File: config.mk
export PLATFORM = sky130hd
export DESIGN_NAME = bpi_loader
export DESIGN_NICKNAME = d
export VERILOG_FILES = /design/src/core/bpi_loader_pkg.sv /design/src/core/bpi_loader.sv /design/src/core/byte_fifo.sv
export VERILOG_INCLUDE_DIRS = /design/src /design/src/core
export SDC_FILE = /design/constraint.sdc
export NUM_CORES = 1
export LEC_CHECK = 0
export ABC_AREA = 1
export BUFFER_PORTS_ARGS = -buffer_cell sky130_fd_sc_hd__buf_2
export CAP_MARGIN = 40
export CORE_ASPECT_RATIO = 1.1
export CORE_MARGIN = 4
export CORE_UTILIZATION = 66
export CTS_CLUSTER_DIAMETER = 30
export DETAILED_ROUTE_END_ITERATION = 12
export GPL_TIMING_DRIVEN = 1
export PLACE_DENSITY = 0.89
export SYNTH_ARGS = -nofsm -noshare
export SYNTH_HDL_FRONTEND = slang
export SYNTH_SLANG_ARGS = --single-unit
File: constraint.sdc
create_clock -name i_mclk -period 3.45 [get_ports i_mclk]
set_clock_uncertainty 0.05 [all_clocks]
set_input_delay 0.69 -clock i_mclk [delete_from_list [all_inputs] [get_ports i_mclk]]
set_output_delay 0.69 -clock i_mclk [all_outputs]
set_load 0.02 [all_outputs]
File: src/core/bpi_loader_defs.svh
// Purpose: constants for the parallel flash configuration loader
// Assumes: 40 MHz i_mclk
// Notes: definitions only
`ifndef BPI_LOADER_DEFS_SVH
`define BPI_LOADER_DEFS_SVH
`define MODE_HI2 2'h1
`define ADDR_W 24
`define ADDR_START_UP 24'h000000
`define ADDR_START_DN 24'hFFFFFF
`define ADDR_STEP 24'h000001
`define CONFIG_CLOCK_OUT_DIV 4'h3
`define CRC_W 8
`define FIFO_DEPTH 8
`define FRAME_LEN_DEF 24'h000040
`define CRC_SEED 8'h00
`define NARROW_W 20
`define LEFT_LAST 24'h000001
`define COUNT_ZERO 24'h000000
`define DIV_START 4'h0
`define DIV_INC 4'h1
`endif

File: src/core/bpi_loader_pkg.sv
// Purpose: types for the parallel flash configuration loader
// Assumes: nothing
// Notes: flash pin group and loader states
package bpi_loader_pkg;
   typedef struct packed {
      logic [23:0] addr;
      logic ce_n;
      logic oe_n;
      logic we;
      logic byte_n;
   } flash_ctl_t;
   typedef enum logic [5:0] {
      ST_IDLE = 6'h01,
      ST_INIT = 6'h02,
      ST_READ = 6'h04,
      ST_CHECK = 6'h08,
      ST_DONE = 6'h10,
      ST_ERR = 6'h20
   } load_state_t;
endpackage

File: src/core/bpi_loader.sv
// Purpose: loads configuration bytes from a parallel NOR flash
// Assumes: flash answers within one config clock period
// Notes: last byte of the frame is a checksum over the others
`timescale 1ns/10ps
`include "bpi_loader_defs.svh"

// Operation
// - Parallel flash mode only when mode pins read 0,1,0 or 0,1,1.
// - Drive up to 24 address bits; reduced variant keeps only 20.
// - Bytes only; flash used in 8-bit mode, x16-only unsupported.
// - Direction pin low: start at zero, increment each falling clock while the FIFO has room.
// - Direction pin high: start all ones, decrement each falling clock while the FIFO has room.
// - Mode pins sampled as init indicator rises; outside holds them valid.
// - Pull-ups on during configuration when pull-up control is low.
// - Flash chip enable driven low throughout configuration.
// - Flash output enable driven low throughout configuration.
// - Flash write enable driven high throughout configuration.
// - Byte mode low while configuring; user logic may drive it after.
// - Chip select out, config clock and busy actively driven when configuring.
// - After done, interface pins become user I/O; mode pins released.
// - Keep-port option keeps parallel slave port active after configuration.
// - Shared flash: only one party boots; program input holds device off.
// - New address on falling clock edge, byte captured from data input.
// - Checksum error pulls init indicator low.
// - Done low while configuring, high only after success.
module bpi_loader #(
   parameter bit NARROW_ADDR = 1'b0,
   parameter logic [23:0] FRAME_LEN = `FRAME_LEN_DEF
) (
   input wire logic i_mclk,
   input wire logic i_rst_b,
   input wire logic i_program_request_n,
   input wire logic [2:0] i_mode,
   input wire logic i_pullup_disable_input,
   input wire logic i_chip_select_in_n,
   input wire logic i_read_write_control_n,
   input wire logic i_keep_port,
   input wire logic i_init_in,
   input wire logic [7:0] i_flash_data,
   input wire logic i_user_byte_mode,
   output bpi_loader_pkg::flash_ctl_t o_flash,
   output logic o_flash_drive,
   output logic o_chip_select_out_n,
   output logic o_config_clock_out,
   output logic o_busy,
   output logic o_init_out,
   output logic o_init_oe_n,
   output logic o_done_oe_n,
   output logic o_pullups_en,
   output logic o_user_io,
   output logic o_port_active,
   output logic o_cfg_valid,
   input wire logic i_cfg_ready,
   output logic [7:0] o_cfg_data
);
   import bpi_loader_pkg::*;

   ////////////////////////////////////////////////////////////////////
   load_state_t state_r;
   load_state_t state_nxt;
   logic [23:0] addr_r;
   logic dir_r;
   logic [3:0] div_r;
   logic config_clock_out_r;
   logic [23:0] left_r;
   logic [7:0] sum_r;
   logic keep_r;
   logic fifo_ready;
   logic in_valid_r;
   logic [7:0] in_data_r;

   // Mode pin decode
   function automatic logic is_bpi(input logic [2:0] m);
      return m[2:1] == `MODE_HI2;
   endfunction

   wire mode_ok = is_bpi(i_mode);
   wire init_rise = state_r == ST_INIT && i_init_in;
   wire config_clock_out_fall = div_r == `CONFIG_CLOCK_OUT_DIV && config_clock_out_r;
   wire fetching = state_r == ST_READ;
   wire last_byte = left_r == `LEFT_LAST;
   wire step = fetching && config_clock_out_fall && fifo_ready;
   wire configuring = state_r == ST_READ || state_r == ST_CHECK || state_r == ST_INIT;
   wire [23:0] addr_next = dir_r ? addr_r - `ADDR_STEP : addr_r + `ADDR_STEP;
   wire [23:0] addr_mask;

   // Reduced variant keeps only the low address lines
   for (genvar b = 0; b < 24; b++) begin : g_addr_mask
      assign addr_mask[b] = !NARROW_ADDR || (b < `NARROW_W);
   end

   ////////////////////////////////////////////////////////////////////
   always_comb begin
      state_nxt = state_r;
      unique case (state_r)
         ST_IDLE: begin
            state_nxt = ST_INIT;
         end
         ST_INIT: begin
            // Mode latched as init indicator rises
            if (init_rise) state_nxt = mode_ok ? ST_READ : ST_ERR;
         end
         ST_READ: begin
            if (step && last_byte) state_nxt = ST_CHECK;
         end
         ST_CHECK: begin
            state_nxt = (sum_r == `CRC_SEED) ? ST_DONE : ST_ERR;
         end
         ST_DONE: begin
            state_nxt = ST_DONE;
         end
         ST_ERR: begin
            state_nxt = ST_ERR;
         end
      endcase
   end

   // Program input returns the state machine to idle
   always_ff @(posedge i_mclk or negedge i_rst_b) begin
      if (!i_rst_b) begin
         state_r <= ST_IDLE;
      end else if (!i_program_request_n) begin
         state_r <= ST_IDLE;
      end else begin
         state_r <= state_nxt;
      end
   end

   ////////////////////////////////////////////////////////////////////
   // Config clock from divider, runs while configuring
   always_ff @(posedge i_mclk or negedge i_rst_b) begin
      if (!i_rst_b) begin
         div_r <= `DIV_START;
         config_clock_out_r <= 1'b0;
      end else if (div_r == `CONFIG_CLOCK_OUT_DIV) begin
         div_r <= `DIV_START;
         config_clock_out_r <= ~config_clock_out_r;
      end else begin
         div_r <= div_r + `DIV_INC;
      end
   end

   // Address counter
   always_ff @(posedge i_mclk or negedge i_rst_b) begin
      if (!i_rst_b) begin
         addr_r <= `ADDR_START_UP;
         dir_r <= 1'b0;
         left_r <= `COUNT_ZERO;
         keep_r <= 1'b0;
      end else if (init_rise) begin
         dir_r <= i_mode[0];
         addr_r <= i_mode[0] ? `ADDR_START_DN : `ADDR_START_UP;
         left_r <= FRAME_LEN;
         keep_r <= i_keep_port;
      end else if (step) begin
         addr_r <= addr_next;
         left_r <= left_r - `ADDR_STEP;
      end
   end

   // Byte capture and running checksum
   always_ff @(posedge i_mclk or negedge i_rst_b) begin
      if (!i_rst_b) begin
         in_valid_r <= 1'b0;
         in_data_r <= 8'h00;
         sum_r <= `CRC_SEED;
      end else begin
         in_valid_r <= step && !last_byte;
         if (step) in_data_r <= i_flash_data;
         if (init_rise) sum_r <= `CRC_SEED;
         else if (step) sum_r <= sum_r + i_flash_data;
      end
   end

   byte_fifo #(
      .WIDTH(8),
      .DEPTH(`FIFO_DEPTH)
   ) u_fifo (
      .i_mclk(i_mclk),
      .i_rst_b(i_rst_b),
      .i_in_valid(in_valid_r),
      .o_in_ready(fifo_ready),
      .i_in_data(in_data_r),
      .o_out_valid(o_cfg_valid),
      .i_out_ready(i_cfg_ready),
      .o_out_data(o_cfg_data)
   );

   ////////////////////////////////////////////////////////////////////
   // Flash controls fixed while configuring
   assign o_flash.addr = addr_r & addr_mask;
   assign o_flash.ce_n = 1'b0;
   assign o_flash.oe_n = 1'b0;
   assign o_flash.we = 1'b1;
   assign o_flash.byte_n = configuring ? 1'b0 : i_user_byte_mode;
   assign o_flash_drive = fetching || state_r == ST_CHECK;
   assign o_chip_select_out_n = 1'b1;
   assign o_config_clock_out = config_clock_out_r;
   assign o_busy = 1'b0;
   // Open drain indicators, enable low drives the pin low
   assign o_init_out = 1'b0;
   assign o_init_oe_n = !(state_r == ST_IDLE || state_r == ST_ERR);
   assign o_done_oe_n = state_r == ST_DONE;
   assign o_pullups_en = configuring && !i_pullup_disable_input;
   assign o_user_io = state_r == ST_DONE;
   assign o_port_active = state_r == ST_DONE && keep_r;

   ////////////////////////////////////////////////////////////////////
   // Assertion helper: bytes fetched since the last init rise
   logic [23:0] fetched_r;
   always_ff @(posedge i_mclk or negedge i_rst_b) begin
      if (!i_rst_b) begin
         fetched_r <= `COUNT_ZERO;
      end else if (init_rise) begin
         fetched_r <= `COUNT_ZERO;
      end else if (step) begin
         fetched_r <= fetched_r + `ADDR_STEP;
      end
   end

   a_fetch_needs_init: assert property (@(posedge i_mclk) disable iff (!i_rst_b)
      $rose(fetching) |-> $past(i_init_in) && $past(state_r) == ST_INIT)
      else $error("fetch began without init release");
   a_init_no_drive: assert property (@(posedge i_mclk) disable iff (!i_rst_b)
      state_r == ST_INIT |-> !o_flash_drive)
      else $error("flash driven before init release");
   a_mode_gate: assert property (@(posedge i_mclk) disable iff (!i_rst_b)
      init_rise && !mode_ok && i_program_request_n |=> state_r == ST_ERR)
      else $error("bad mode not refused");
   a_mode_latch: assert property (@(posedge i_mclk) disable iff (!i_rst_b)
      init_rise |=> dir_r == $past(i_mode[0]) && keep_r == $past(i_keep_port))
      else $error("mode pins not latched at init rise");
   a_up_start: assert property (@(posedge i_mclk) disable iff (!i_rst_b)
      init_rise && i_program_request_n && !i_mode[0] |=> addr_r == 24'h000000)
      else $error("up start wrong");
   a_down_start: assert property (@(posedge i_mclk) disable iff (!i_rst_b)
      init_rise && i_program_request_n && i_mode[0] |=> addr_r == 24'hFFFFFF)
      else $error("down start wrong");
   a_addr_step: assert property (@(posedge i_mclk)
      disable iff (!i_rst_b)
      step && !init_rise |=> addr_r == ($past(dir_r) ? $past(addr_r) - 24'h000001
                                         : $past(addr_r) + 24'h000001))
      else $error("address step wrong");
   a_step_on_fall: assert property (@(posedge i_mclk) disable iff (!i_rst_b)
      step |=> $fell(o_config_clock_out))
      else $error("address moved off falling edge");
   a_step_spacing: assert property (@(posedge i_mclk) disable iff (!i_rst_b)
      step |=> !step [*7])
      else $error("two fetches within one clock period");
   a_push_byte: assert property (@(posedge i_mclk) disable iff (!i_rst_b)
      step |=> in_valid_r == !$past(last_byte))
      else $error("fetched byte not handed on");
   a_frame_len: assert property (@(posedge i_mclk) disable iff (!i_rst_b)
      $rose(state_r == ST_CHECK) |-> fetched_r == FRAME_LEN)
      else $error("frame length wrong at check");
   a_ctl_levels: assert property (@(posedge i_mclk)
      disable iff (!i_rst_b)
      configuring |-> !o_flash.ce_n && !o_flash.oe_n && o_flash.we && !o_flash.byte_n)
      else $error("flash control level wrong");
   a_byte_user: assert property (@(posedge i_mclk) disable iff (!i_rst_b)
      !configuring |-> o_flash.byte_n == i_user_byte_mode)
      else $error("byte mode not handed to user");
   a_idle_pins: assert property (@(posedge i_mclk) disable iff (!i_rst_b)
      configuring |-> o_chip_select_out_n && !o_busy)
      else $error("unused outputs not driven");
   a_config_clock_out_runs: assert property (@(posedge i_mclk) disable iff (!i_rst_b)
      div_r == `CONFIG_CLOCK_OUT_DIV |=> o_config_clock_out != $past(o_config_clock_out))
      else $error("config clock stopped");
   a_narrow_addr: assert property (@(posedge i_mclk) disable iff (!i_rst_b)
      NARROW_ADDR |-> o_flash.addr[23:20] == 4'h0)
      else $error("upper address lines on reduced variant");
   a_crc_flag: assert property (@(posedge i_mclk) disable iff (!i_rst_b)
      state_r == ST_CHECK && sum_r != 8'h00 && i_program_request_n |=> !o_init_oe_n)
      else $error("checksum error not flagged");
   a_err_holds_init: assert property (@(posedge i_mclk) disable iff (!i_rst_b)
      state_r == ST_ERR |-> !o_init_oe_n)
      else $error("init released after error");
   a_done_level: assert property (@(posedge i_mclk) disable iff (!i_rst_b)
      configuring |-> !o_done_oe_n)
      else $error("done released early");
   a_done_on_pass: assert property (@(posedge i_mclk) disable iff (!i_rst_b)
      state_r == ST_CHECK && sum_r == `CRC_SEED && i_program_request_n |=> o_done_oe_n)
      else $error("done not released after good frame");
   a_user_after_done: assert property (@(posedge i_mclk) disable iff (!i_rst_b)
      o_user_io |-> o_done_oe_n)
      else $error("user io before done");
   a_port_keep: assert property (@(posedge i_mclk) disable iff (!i_rst_b)
      o_port_active |-> o_user_io && keep_r)
      else $error("parallel port kept without option");
   a_pullup_ctl: assert property (@(posedge i_mclk) disable iff (!i_rst_b)
      configuring |-> o_pullups_en == !i_pullup_disable_input)
      else $error("pull-up control wrong");
   c_load_ok: cover property (@(posedge i_mclk) disable iff (!i_rst_b)
      state_r == ST_CHECK ##1 state_r == ST_DONE);
   c_load_bad: cover property (@(posedge i_mclk) disable iff (!i_rst_b)
      state_r == ST_CHECK ##1 state_r == ST_ERR);
   c_down_fetch: cover property (@(posedge i_mclk) disable iff (!i_rst_b)
      step && dir_r);
   c_up_fetch: cover property (@(posedge i_mclk) disable iff (!i_rst_b)
      step && !dir_r);
   c_stall: cover property (@(posedge i_mclk) disable iff (!i_rst_b)
      fetching && !fifo_ready);
endmodule

File: src/core/byte_fifo.sv
// Purpose: small FIFO between flash reader and configuration sink
// Assumes: single clock
// Notes: read data registered
`timescale 1ns/10ps
module byte_fifo #(
   parameter int WIDTH = 8,
   parameter int DEPTH = 8
) (
   input wire logic i_mclk,
   input wire logic i_rst_b,
   input wire logic i_in_valid,
   output logic o_in_ready,
   input wire logic [WIDTH-1:0] i_in_data,
   output logic o_out_valid,
   input wire logic i_out_ready,
   output logic [WIDTH-1:0] o_out_data
);
   localparam int AW = $clog2(DEPTH);
   logic [WIDTH-1:0] mem_r [DEPTH];
   logic [AW:0] wp_r;
   logic [AW:0] rp_r;
   logic [AW:0] cnt_r;
   logic [WIDTH-1:0] dout_r;
   logic dv_r;
   wire full = cnt_r == (AW+1)'(DEPTH);
   wire empty = cnt_r == '0;
   wire push = i_in_valid && !full;
   wire take = !empty && (!dv_r || i_out_ready);
   assign o_in_ready = !full;
   assign o_out_valid = dv_r;
   assign o_out_data = dout_r;
   always_ff @(posedge i_mclk) begin
      if (push) begin
         mem_r[wp_r[AW-1:0]] <= i_in_data;
      end
   end
   always_ff @(posedge i_mclk or negedge i_rst_b) begin
      if (!i_rst_b) begin
         wp_r <= '0;
         rp_r <= '0;
         cnt_r <= '0;
         dout_r <= '0;
         dv_r <= 1'b0;
      end else begin
         if (push) wp_r <= wp_r + 1'b1;
         if (take) begin
            rp_r <= rp_r + 1'b1;
            dout_r <= mem_r[rp_r[AW-1:0]];
            dv_r <= 1'b1;
         end else if (i_out_ready) begin
            dv_r <= 1'b0;
         end
         cnt_r <= cnt_r + (AW+1)'(push) - (AW+1)'(take);
      end
   end
endmodule

* Word-level counts from Yosys, hierarchy flattened
Memory sizes are Yosys's and may differ from the RTL's. A register that Yosys moved wholly into a read port is not among the register bits.
Index checks and enable logic that the tools add are counted.
** Cells by class
- $add $sub $neg :: 9
- Eq/ne operators :: 12
- Mux-type cells :: 20
- Bitwise operators :: 1
- Reductions and logical operators :: 26
** Operator list (number)
- 24-bit 2-to-1 mux :: 6
- 24-bit by 1-bit subtractor with 24-bit output, second input constant :: 2
- 6-bit one-hot mux with 6 select lines :: 1
- 6-bit 2-to-1 mux :: 5
- 24-bit by 1-bit adder with 24-bit output, second input constant :: 1
- 24-bit by 1-bit equality test with 1-bit output, second input constant :: 1
- 8-bit 2-to-1 mux :: 2
- 4-bit by 1-bit adder with 4-bit output, second input constant :: 3
- 1-bit logical AND :: 10
- 8-bit adder :: 1
- 8-bit logical NOT :: 1
- 1-bit logical NOT :: 7
- 6-bit by 1-bit equality test with 1-bit output, second input constant :: 1
- 6-bit by 2-bit equality test with 1-bit output, second input constant :: 1
- 6-bit by 3-bit equality test with 1-bit output, second input constant :: 1
- 6-bit by 4-bit equality test with 1-bit output, second input constant :: 1
- 6-bit by 5-bit equality test with 1-bit output, second input constant :: 1
- 6-bit equality test, second input constant :: 1
- 1-bit 2-to-1 mux :: 5
- 4-bit by 1-bit adder with 4-bit output :: 1
- 4-bit by 2-bit equality test with 1-bit output, second input constant :: 1
- 4-bit equality test, second input constant :: 1
- 4-bit logical NOT :: 1
- 1-bit logical OR :: 4
- 8 further kinds :: 9
** Storage, ports and cells
- Flip-flop bits (word level) :: 91
- Bits in writable memories :: 64
- Memories kept :: 1
** Memory list
- u_fifo.mem_r :: depth 8, width 8, read ports 1, clocked after memory_dff 1, wr ports 1, RTL line byte_fifo.sv:19 : logic [WIDTH-1:0] mem_r [DEPTH];

* Logic depth before layout (Yosys ltp)
Gate-level depths: netlist of run 1.
- Word-level depth :: 8
- Depth in mapped cells :: 13

* Hierarchy
From an unflattened synthesis of run 1, not the netlist that was laid out.
** Unflattened totals
- Cell total of the unflattened synthesis :: 1230
- Area total of the unflattened synthesis :: 9515.4 sq um
** By module, submodules not included
- bpi_loader :: instances 1, cells an instance 881, area an instance 5856.9 sq um, seq. area each 1953.1 sq um
- byte_fifo :: instances 1, cells an instance 349, area an instance 3658.5 sq um, seq. area each 2397.3 sq um

* Least setup slack after synthesis of run 1
OpenSTA, ideal clock, no wires.
- Kind :: input to register
- From :: in i_cfg_ready
- To :: reg u_fifo.cnt_r[2]
- Arrival time :: 2.215 ns
- Data required time :: 3.276 ns
- Setup slack :: 1.060 ns
- Stages on the path :: 8
- Path through :: nor2_1 a31oi_1 clkbuf_1 ha_1 inv_1 ha_1 fa_1 xor2_1
** Between the ends
- Longest elaborated chain between the ends :: 3
** Ends and longest elaborated chain
- from (decl) :: RTL line bpi_loader.sv:53 : input wire logic i_cfg_ready,
- 1-bit logical OR :: RTL line byte_fifo.sv:28 : wire take = !empty && (!dv_r || i_out_ready);
- 1-bit logical AND :: RTL line byte_fifo.sv:28
- named net u_fifo.take :: RTL line byte_fifo.sv:28
- 4-bit by 1-bit subtractor with 4-bit output :: RTL line byte_fifo.sv:53 : cnt_r <= cnt_r + (AW+1)'(push) - (AW+1)'(take);
- to (signal assigned) :: RTL line byte_fifo.sv:53
- to (decl) :: RTL line byte_fifo.sv:22 : logic [AW:0] cnt_r;
The timed path passes the listed nets, and every way through them passes these cells.
A chain may end at the register's enable or synchronous reset.

* Final worst setup path of run 1
- From :: reg state_r[0]
- To :: reg addr_r[1]
** Between the ends
- Longest elaborated chain between the ends :: 4
- Elaborated cells on any way between the ends :: 7
- Classes of those cells :: eq/ne: 2; mux: 1; reduce/logical: 4
** Ends and longest elaborated chain
- from (decl) :: RTL line bpi_loader.sv:59 : load_state_t state_r;
- from (signal assigned) :: RTL line bpi_loader.sv:125 : state_r <= state_nxt;
- 6-bit by 3-bit equality test with 1-bit output :: RTL line bpi_loader.sv:80 : wire fetching = state_r == ST_READ;
- 1-bit logical AND (2 in series) :: RTL line bpi_loader.sv:82 : wire step = fetching && config_clock_out_fall && fifo_ready;
- 2-bit nonzero test (no source line)
- to (signal assigned) :: RTL line bpi_loader.sv:146 : addr_r <= `ADDR_START_UP;
- to (signal assigned) :: RTL line bpi_loader.sv:152 : addr_r <= i_mode[0] ? `ADDR_START_DN : `ADDR_START_UP;
- to (signal assigned) :: RTL line bpi_loader.sv:156 : addr_r <= addr_next;
- to (decl) :: RTL line bpi_loader.sv:61 : logic [23:0] addr_r;
Parallel ways exist; a longest one is shown, timed or not.

==> metrics.txt, run 1 <==
Initial Util roughly two thirds; Gate Count Post-Synth between 1,000 and 1,500; CTS Buffer Depth 2; I/O Buffers 59; met3 Usage GRT between 5 and 6%; Hold Slack between 0.2 and 0.25 ns; final hold violation count 0; Final Cycle Share just under 80%; starting DRC count in detailed routing approximately 570; Fin Setup TNS 0 ns; Cell Int Power around 4.9 mW; status finished clean; Switching Fraction around 41%; average size of a mapped cell 8.34 um^2; vias in the first global route between 7,000 and 8,000; Hold Crit Class input port to async pin; number of remaining DRC errors 0; Post-synth top cells 264 x nand2_1, 148 x inv_1, 140 x nor2_1; Routed WL approximately 20,000 um; power per cell area just over 800 nW/um^2; total design power 8.33 mW; combinational share of power a little under half; Clock power frac between 20% and 30%; hold buffer count at CTS 0; synth top area cells dfrtp_1 26%, edfxtp_1 21%, nand2_1 11%; Die Y approximately 130 um; post-synthesis mux area share less than 1%; max cap viols 0; vias per cell roughly 5.5; VDD IR-drop max just under 0.6 mV; H-tree lvl count 4; CTS buffer count 17; num rows 44; P_leak 5.06 nW; Synth Area in Simple Gates between 20% and 30%; GP Congestion about 1; CP Class register to register; post_cts resized 0; core area between 10,000 and 15,000 um^2; layout cells sized above 1 12.0%; worst skew pair latency between 0.4 and 0.5 ns; worst slew pin tran around 0.83 ns; # IOs slightly below 70; Setup Buffers After CTS 0; Detail Route Antenna Nets 0; DR WL/cell roughly 15 um; number of distinct library cells after synthesis just under 50; worst endpoint required time between 3 and 4 ns; met2 usage approximately half; first-pass iteration count of the detailed router 5; vias approximately 7,400; largest net degree at the start of global routing 50; Post-Synth Adder-Cell Area 6.15%; Flop pwr share 29.5%; TritonCTS clock tree done; Max FO, Critical Path 39; final core utilization between 70% and 80%; Switch Pwr around 3.4 mW; post-synthesis compound-gate area fraction 9.58%; Synth Area in XOR/XNOR ~1.3%; clk sinks 161; initial antenna violation count 0; Synth top area share roughly a quarter; Ys Warns 0; Synth Flop Type dfrtp_1; Nets 1,213; Total Routing Usage GR 26.6%; clock-pin slew on the worst setup and hold paths 0.06 ns; Post-synth EDFFs 64; first-pass GRT wire length around 34,000 um; post-synthesis cell area 9110 um^2; GRT Residual Overflow 0; largest family of logic cells by synthesized area simple AND/OR/NAND/NOR gates; Post-synth ARST share approximately 60%; area grow syn2layout 12.0%; gr busiest metal met2; clk root buf clkbuf_16; fillers about 940; Final Setup Violations 0; CP Capture Type register; n_diodes 0; register bit total from synthesis roughly 160; Max Clock Freq about 0.38 GHz; Synth area leader dfrtp_1; Slew HR 44.8%; sequential share of the synthesized area a little under half; GR Util met1 a little under a third; die area between 15,000 and 20,000 um^2; top-count cell post-synth nand2_1; die width 120 um; hpwl dp approximately 14,000 um; Critical Path Source Type register; CP arrival 2.87 ns; Final min period roughly 2.7 ns; RSZ-0062 raised after global routing false; max-slew violations 0
[worst max-delay path, stage by stage, from the launching register on]
cell and delay (ns):
dfstp_2 0.55, inv_1 0.05, nand4_1 0.17, inv_2 0.09, nand2_4 0.40, inv_2 0.28, a21oi_4 0.73, a22oi_1 0.16
[registers in the layout, summed over array words and instances, names as in the netlist]
| signal | cells |
|---|---|
| in_data_r | 8 |
| u_fifo.rp_r | 3 |
| left_r | 24 |
| u_fifo.cnt_r | 4 |
| u_fifo.wp_r | 3 |
| u_fifo.o_out_valid | 1 |
| state_r | 6 |
| div_r | 4 |
| dir_r | 1 |
| in_valid_r | 1 |
| sum_r | 8 |
| u_fifo.o_out_data | 8 |
| u_fifo.mem_r | 64 |
| keep_r | 1 |
| addr_r | 24 |
| o_config_clock_out | 1 |
[area by class of cell]
| type | count | area [um^2] | share of cell area, % |
|---|---|---|---|
| clock inverters | 12 | 214 | 2.10 |
| flip-flops and latches | 161 | 4350 | 42.7 |
| well taps | 184 | 230 | 2.26 |
| inverters | 156 | 586 | 5.74 |
| multi-input cells | 749 | 4010 | 39.3 |
| clock buffers | 20 | 437 | 4.28 |
| repair buffers | 64 | 375 | 3.68 |
[cells in the final DEF, fill, tap and decap left out, types with 3 or more instances in the layout]
cell type and n:
nor3_2 3, and2_1 3, nand2_4 4, nor2_2 4, clkinv_1 4, o211ai_1 8, o221ai_1 8, o21ai_1 3
o21ai_0 41, nor3_1 12, ha_1 40, buf_4 3, o22ai_1 8, buf_2 58, edfxtp_1 64, fa_1 3
conb_1 6, inv_2 6, nor2_1 140, bufinv_16 6, clkbuf_16 17, nand2_1 264, mux2i_1 8, nand2_2 3
a21oi_1 54, nand3b_1 5, dfrtp_1 96, xnor2_1 4, inv_1 148, nand4_1 17, or2_2 10, nand3_1 57
nor2_4 4, xor2_1 9, o32ai_1 8, clkbuf_1 3, a21oi_2 8
[layer usage]
| layer | vias to the layer above | part of all wire, % |
|---|---|---|
| met5 | - | 0 |
| met4 | 0 | 2.5 |
| met3 | 44 | 4.7 |
| met2 | 222 | 54 |
| met1 | 3494 | 39 |
| li1 | 3675 | - |
[worst paths after layout]
path / cells after the start / slack, ns / from / end
max: 7 / 0.79 / state_r[0] / addr_r[1]
max reg2reg: 7 / 0.79 / state_r[0] / addr_r[1]
min: 1 / 0.23 / i_rst_b / u_fifo.rp_r[2]
max in group asynchronous: 2 / 2.42 / i_rst_b / addr_r[6]
min in group i_mclk: 3 / 0.41 / i_keep_port / keep_r
min reg2reg: 2 / 0.42 / u_fifo.o_out_data[2] / u_fifo.o_out_data[2]
[cell families after synthesis]
group / Yosys count
XOR/XNOR: 13
other: 2
buffers and inverters: 186
flip-flops: 161
AO/OA/AOI/OAI: 145
adder cells (fa/ha/maj): 43
AND/OR/NAND/NOR: 534
multiplexers: 8
[power groups by stage]
stage	logic [mW]	registers (mW)	clock network, mW
after CTS	3.74	2.45	2.11
after floorplan	2.57	2.68	0
final	3.77	2.46	2.10
after global placement	3.46	2.53	0
after global routing	4.25	2.49	2.19
after detailed placement	3.67	2.49	0
[per-stage QoR]
step	setup slack (ns)	cells	cell area [um^2]
after floorplan	1.06	1096	9120
after global placement	0.815	1312	9510
after detailed placement	0.833	1314	9550
after CTS	0.796	1346	10200
after global routing	0.592	1346	10200
final	0.789	1346	10200
Note: power is estimated with default switching activity, not from simulation.
==> run 2, diff against run 1 <==
--- a/config.mk
+++ b/config.mk
@@ -11,11 +11,11 @@
 export CAP_MARGIN = 40
 export CORE_ASPECT_RATIO = 1.1
 export CORE_MARGIN = 4
-export CORE_UTILIZATION = 66
+export CORE_UTILIZATION = 55
 export CTS_CLUSTER_DIAMETER = 30
 export DETAILED_ROUTE_END_ITERATION = 12
 export GPL_TIMING_DRIVEN = 1
-export PLACE_DENSITY = 0.89
+export PLACE_DENSITY = 0.8
 export SYNTH_ARGS = -nofsm -noshare
 export SYNTH_HDL_FRONTEND = slang
 export SYNTH_SLANG_ARGS = --single-unit
==> constraint.sdc (replaced) <==
create_clock -name i_mclk -period 2.4 [get_ports i_mclk]
set_clock_uncertainty 0.05 [all_clocks]
set_input_delay 0.48 -clock i_mclk [delete_from_list [all_inputs] [get_ports i_mclk]]
set_output_delay 0.48 -clock i_mclk [all_outputs]
set_load 0.02 [all_outputs]
==> metrics.txt, run 2 (same netlist as run 1, synthesis figures left out) <==
Post-DP Area 9670 um^2 (+1.2%); CTS buffer count 17 (unchanged); Switching Fraction 41.9% (+1.0 points); Fin Setup TNS 0 ns (unchanged); most frequent cells in the layout 263 x nand2_1, 147 x inv_1, 138 x nor2_1; Switch Pwr 4.87 mW (+43%); max cap viols 0 (unchanged); DR WL/cell 14.3 um (-4.9%); worst slew pin tran 0.765 ns (-0.0611 ns); first-pass GRT wire length 32,800 um (-3.0%); CTS Buffer Depth 2 (unchanged); n_diodes 0 (unchanged); vias per cell 5.30 (-4.0%); die width 131 um (+8.9%); P_leak 5.13 nW (+1.4%); area grow syn2layout 13.5%; Die Y 143 um (+9.0%); H-tree lvl count 4 (unchanged); Final min period approximately 2.3 ns; layout cells sized above 1 14.2% (+2.2 points); vias 7,356 (-1.1%); Detail Route Antenna Nets 0 (unchanged); Max Clock Freq 0.441 GHz; design area 10,300 um^2 (+1.4%); Initial Util 55.8% (-12 points); Critical Path Source Type register; die area 18,700 um^2 (+19%); max-slew violations 0 (unchanged); worst endpoint required time 1.87 ns (-1.79 ns); status finished clean; num rows 49 (+11%); first-pass iteration count of the detailed router 5 (unchanged); slack of the critical path 0.134 ns (-0.655 ns); GP Congestion 0.970 (-0.89%); CP arrival 1.74 ns (-1.13 ns); number of remaining DRC errors 0 (unchanged); Final Cycle Share between 90% and 100%; VDD IR-drop max 0.870 mV (+47%); power per cell area 1130 nW/um^2 (+38%); CP Capture Type output port; core area 16,300 um^2 (+22%); clock-pin slew on the worst setup and hold paths 0.06 ns (about the same); Total Routing Usage GR 22.1% (-4.5 points); Flop pwr share 30.1% (+0.6 points); largest net degree at the start of global routing 46 (-8.0%); Routed WL 19,800 um (-2.0%); CP Class register to output port; hpwl dp 13,900 um (+1.2%); combinational share of power 45.7% (+0.4 points); Cell Int Power 6.77 mW (+37%); Nets 1,234 (+1.7%); worst skew pair latency 0.43 ns (about the same); RSZ-0062 raised after global routing false; pre-CTS WS 0.233 ns (-0.600 ns); # IOs 68 (unchanged); clk root buf clkbuf_16; final core utilization 63.4% (-13 points); GRT Residual Overflow 0 (unchanged); clk sinks 161 (unchanged); final hold violation count 0 (unchanged); max reg flops 64 (unchanged); initial antenna violation count 0 (unchanged); Max FO, Critical Path 5 (-87%); most common cell after layout, fill and taps aside nand2_1; Hold Crit Class input port to register; vias in the first global route 6,915 (-5.8%); Final Setup Violations 0 (unchanged); Clock power frac 24.2% (-1.0 points); Slew HR 48.9% (+4.1 points); I/O Buffers 59 (unchanged); Hold Slack 0.185 ns (-0.0433 ns); fillers 1,348 (+43%); TritonCTS clock tree done; starting DRC count in detailed routing 596 (+4.0%)
[run 2: cell types whose count changed in the layout (fill, tap and decap cells not counted), sizes merged]
cell,change
inv,+4
dlygate4sd3,+1
clkbuf,-1
clkinv,-2
buf,+20
clkinvlp,+2
bufinv,-3
[run 2: critical path, cell delays in order, from the launching register on]
cell	delay [ns]
dfrtp_1	0.43
nor2_4	0.14
nand4_1	0.18
nand2_2	0.14
nor2_2	0.05
or2_4	0.22
inv_2	0.05
buf_6	0.10
[run 2: path summary, 6_finish.rpt]
path	startpoint	to	slack [ns]	cells after the start
min reg2reg	div_r[0]	div_r[0]	0.41	1
min	i_cfg_ready	u_fifo.o_out_valid	0.19	2
max	state_r[5]	o_pullups_en	0.13	7
min in group asynchronous	i_rst_b	u_fifo.cnt_r[2]	0.49	2
max reg2reg	addr_r[0]	addr_r[12]	0.21	13
max in group asynchronous	i_rst_b	sum_r[1]	1.12	3
[run 2: per-layer routing]
layer | GRT usage (%) | part of all wire, % | wire length [um] | up-vias
met5 | 0 | 0 | 0 | -
met3 | 3.82 | 4.5 | 882 | 29
li1 | - | - | - | 3729
met4 | 7.15 | 1.6 | 317 | 0
met1 | 29.2 | 43 | 8610 | 3412
met2 | 37.2 | 50 | 10000 | 186
[run 2: layout make-up]
class / count / area [um^2] / area share (%)
Clock inverter: 13 / 176 / 1.71
Sequential cell: 161 / 4350 / 42.1
Inverter: 156 / 586 / 5.67
Tap cell: 204 / 255 / 2.47
Timing Repair Buffer: 85 / 514 / 4.98
Clock buffer: 19 / 433 / 4.19
Multi-Input combinational cell: 749 / 4020 / 38.9
[run 2: repair_timing]
item,CTS,global route
pin swaps,2,4
resized for setup,2,6
hold buffers,1,0
endpoints found under the hold margin,29,0
buffers inserted,2,2
endpoints found under the setup margin,2,1
[run 2: stage by stage]
stage | power [mW] | instances
after CTS | 11.7 | 1385
after detailed placement | 8.81 | 1350
final | 11.6 | 1387
after global placement | 8.68 | 1350
after global routing | 12.6 | 1387
after floorplan | 7.55 | 1096
[run 2: power groups by stage]
stage | logic [mW] | clock network [mW] | registers (mW)
3_3_place_gp | 5.15 | 0 | 3.54
4_1_cts | 5.31 | 2.86 | 3.50
2_1_floorplan | 3.70 | 0 | 3.85
3_5_place_dp | 5.26 | 0 | 3.55
6_report | 5.33 | 2.82 | 3.50
5_1_grt | 6.05 | 3.00 | 3.55
==> run 3, diff against run 2 <==
--- a/config.mk
+++ b/config.mk
@@ -15,6 +15,7 @@
 export CTS_CLUSTER_DIAMETER = 30
 export DETAILED_ROUTE_END_ITERATION = 12
 export GPL_TIMING_DRIVEN = 1
+export MAX_ROUTING_LAYER = met4
 export PLACE_DENSITY = 0.8
 export SYNTH_ARGS = -nofsm -noshare
 export SYNTH_HDL_FRONTEND = slang
==> metrics.txt, run 3 (same netlist as run 1, synthesis figures left out) <==
final core utilization 63.2% (-0.22 points); Total Routing Usage GR 23.2% (+1.1 points); Final min period 2.35 ns (+0.0870 ns); Initial Util 55.8% (unchanged); H-tree lvl count 4 (unchanged); first-pass iteration count of the detailed router 5 (unchanged); CP arrival 1.82 ns (+0.08 ns); power per cell area 1120 nW/um^2 (-0.77%); starting DRC count in detailed routing 448 (-25%); max-slew violations 0 (unchanged); FF-to-FF setup slack 0.23 ns (+0.02 ns); clk root buf clkbuf_16; vias per cell 5.37 (+1.2%); I/O Buffers 59 (unchanged); fin cells 1,389 (+0.14%); vias in the first global route 7,240 (+4.7%); hpwl dp 14,300 um (+3.3%); max cap viols 0 (unchanged); first-pass GRT wire length 33,600 um (+2.2%); CTS buffer count 17 (unchanged); most frequent cells in the layout 264 x nand2_1, 148 x inv_1, 139 x nor2_1; hold buffer count at CTS 0 (-1); Die Y 143 um (unchanged); VDD IR-drop max 0.804 mV (-7.6%); CP Class register to output port; core area 16,300 um^2 (unchanged); largest net degree at the start of global routing 48 (+4.3%); Critical R2R Capture addr_r[16]; worst skew pair latency 0.43 ns (about the same); cell count after placement 1,352 (+0.15%); Max Clock Freq 0.425 GHz (-3.7%); Final Cycle Share 98.0% (+3.6 points); GP Congestion 0.980 (+1.1%); num rows 49 (unchanged); initial antenna violation count 0 (unchanged); clock-pin slew on the worst setup and hold paths 0.06 ns (about the same); R2R depth 11 (-2); layout cells sized above 1 14.2% (-0.024 points); number of remaining DRC errors 0 (unchanged); Nets 1,236 (+0.16%); fillers 1,388 (+3.0%); worst slew pin tran 0.648 ns (-0.117 ns); CTS Buffer Depth 2 (unchanged); CP Capture Type output port; final hold violation count 0 (unchanged); Critical Path Source Type register; Routed WL 20,200 um (+1.9%); GRT Residual Overflow 0 (unchanged); FF/Latch Area 4350 um^2 (unchanged); n_diodes 0 (unchanged); Max FO, Critical Path 5 (unchanged); Max stage delay on crit path 0.42 ns (about the same); Worst path slowest cell dfrtp_1; Detail Route Antenna Nets 0 (unchanged); most common cell after layout, fill and taps aside nand2_1; multi-input logic area 4010 um^2 (-0.19%); vias 7,453 (+1.3%); Final Setup Violations 0 (unchanged); max reg flops 64 (unchanged); TritonCTS clock tree done; die area 18,700 um^2 (unchanged); Slew HR 56.8% (+7.9 points); die width 131 um (unchanged); Cell Chain, Critical Path nor2_4 -> nand4_1 -> inv_2 -> nor2_1 -> or2_2 -> inv_1 -> buf_2; status finished clean; # IOs 68 (unchanged); area grow syn2layout 13.1%; DR WL/cell 14.5 um (+1.8%); Hold Crit Class input port to async pin; worst endpoint required time 1.87 ns (about the same); Hold Slack 0.0315 ns (-0.154 ns); P_leak 5.13 nW (about the same); clk sinks 161 (unchanged); FF-to-FF Start addr_r[0]
==> run 3: changes by cell type in the layout (fill, tap and decap cells not counted), moves of 2 or more <==
cell / delta
buf_4: +2
bufinv_16: -2
clkinv_2: +2
clkinvlp_4: -2
==> run 3: worst max-delay path: cells and delay by family, from the launching register on <==
family | cells | cell delay, ns
and+or+nand+nor | 4 | 0.65
DFF | 1 | 0.42
buffers and inverters | 3 | 0.33
==> run 3: worst max-delay path by stage <==
stage / start / end / slack, ns
after global placement: i_flash_data[0] / sum_r[6] / 0.23
after CTS: state_r[5] / o_pullups_en / 0.03
after detailed placement: i_flash_data[0] / sum_r[6] / 0.18
final: state_r[5] / o_pullups_en / 0.05
after global routing: state_r[4] / o_pullups_en / -0.03
after floorplan: u_fifo.cnt_r[2] / u_fifo.cnt_r[2] / 0.16
==> run 3: metrics by stage <==
stage	power (mW)	TNS [ns]	setup WS, ns	instance area, um^2
after global routing	12.4	-0.0275	-0.0275	10300
after detailed placement	8.88	0	0.181	9690
after global placement	8.71	0	0.235	9690
after floorplan	7.55	0	0.161	9120
final	11.5	0	0.0470	10300
after CTS	11.5	0	0.0320	10300
==> run 3: power breakdown <==
part | internal [mW] | switching, mW
Clock | 1.44 | 1.15
Combinational | 1.91 | 3.52
Sequential | 3.23 | 0.268
Total | 6.58 | 4.94
==> run 3: what timing repair did <==
item                                    4_1_cts  5_1_grt
gates cloned                                  0        0
buffers inserted                              2        3
resized for setup                             2        0
endpoints found under the setup margin        2        1
pin swaps                                     2        4
endpoints found under the hold margin         0        0
==> run 3: layer usage <==
layer  global-route usage, %  part of all wire, %  vias up
met2                    40.0                   52      184
met4                    8.23                  2.4        0
met1                    27.4                   42     3498
met5                       -                    0        -
li1                        -                    -     3722
met3                    3.74                  4.0       49
==> run 3: cell type report <==
class / instances / area share (%)
multi-input cells: 749 / 39.0
flip-flops and latches: 161 / 42.2
clock buffers: 18 / 4.17
well taps: 204 / 2.48
repair buffers: 87 / 5.17
inverters: 156 / 5.69
clock inverters: 14 / 1.29
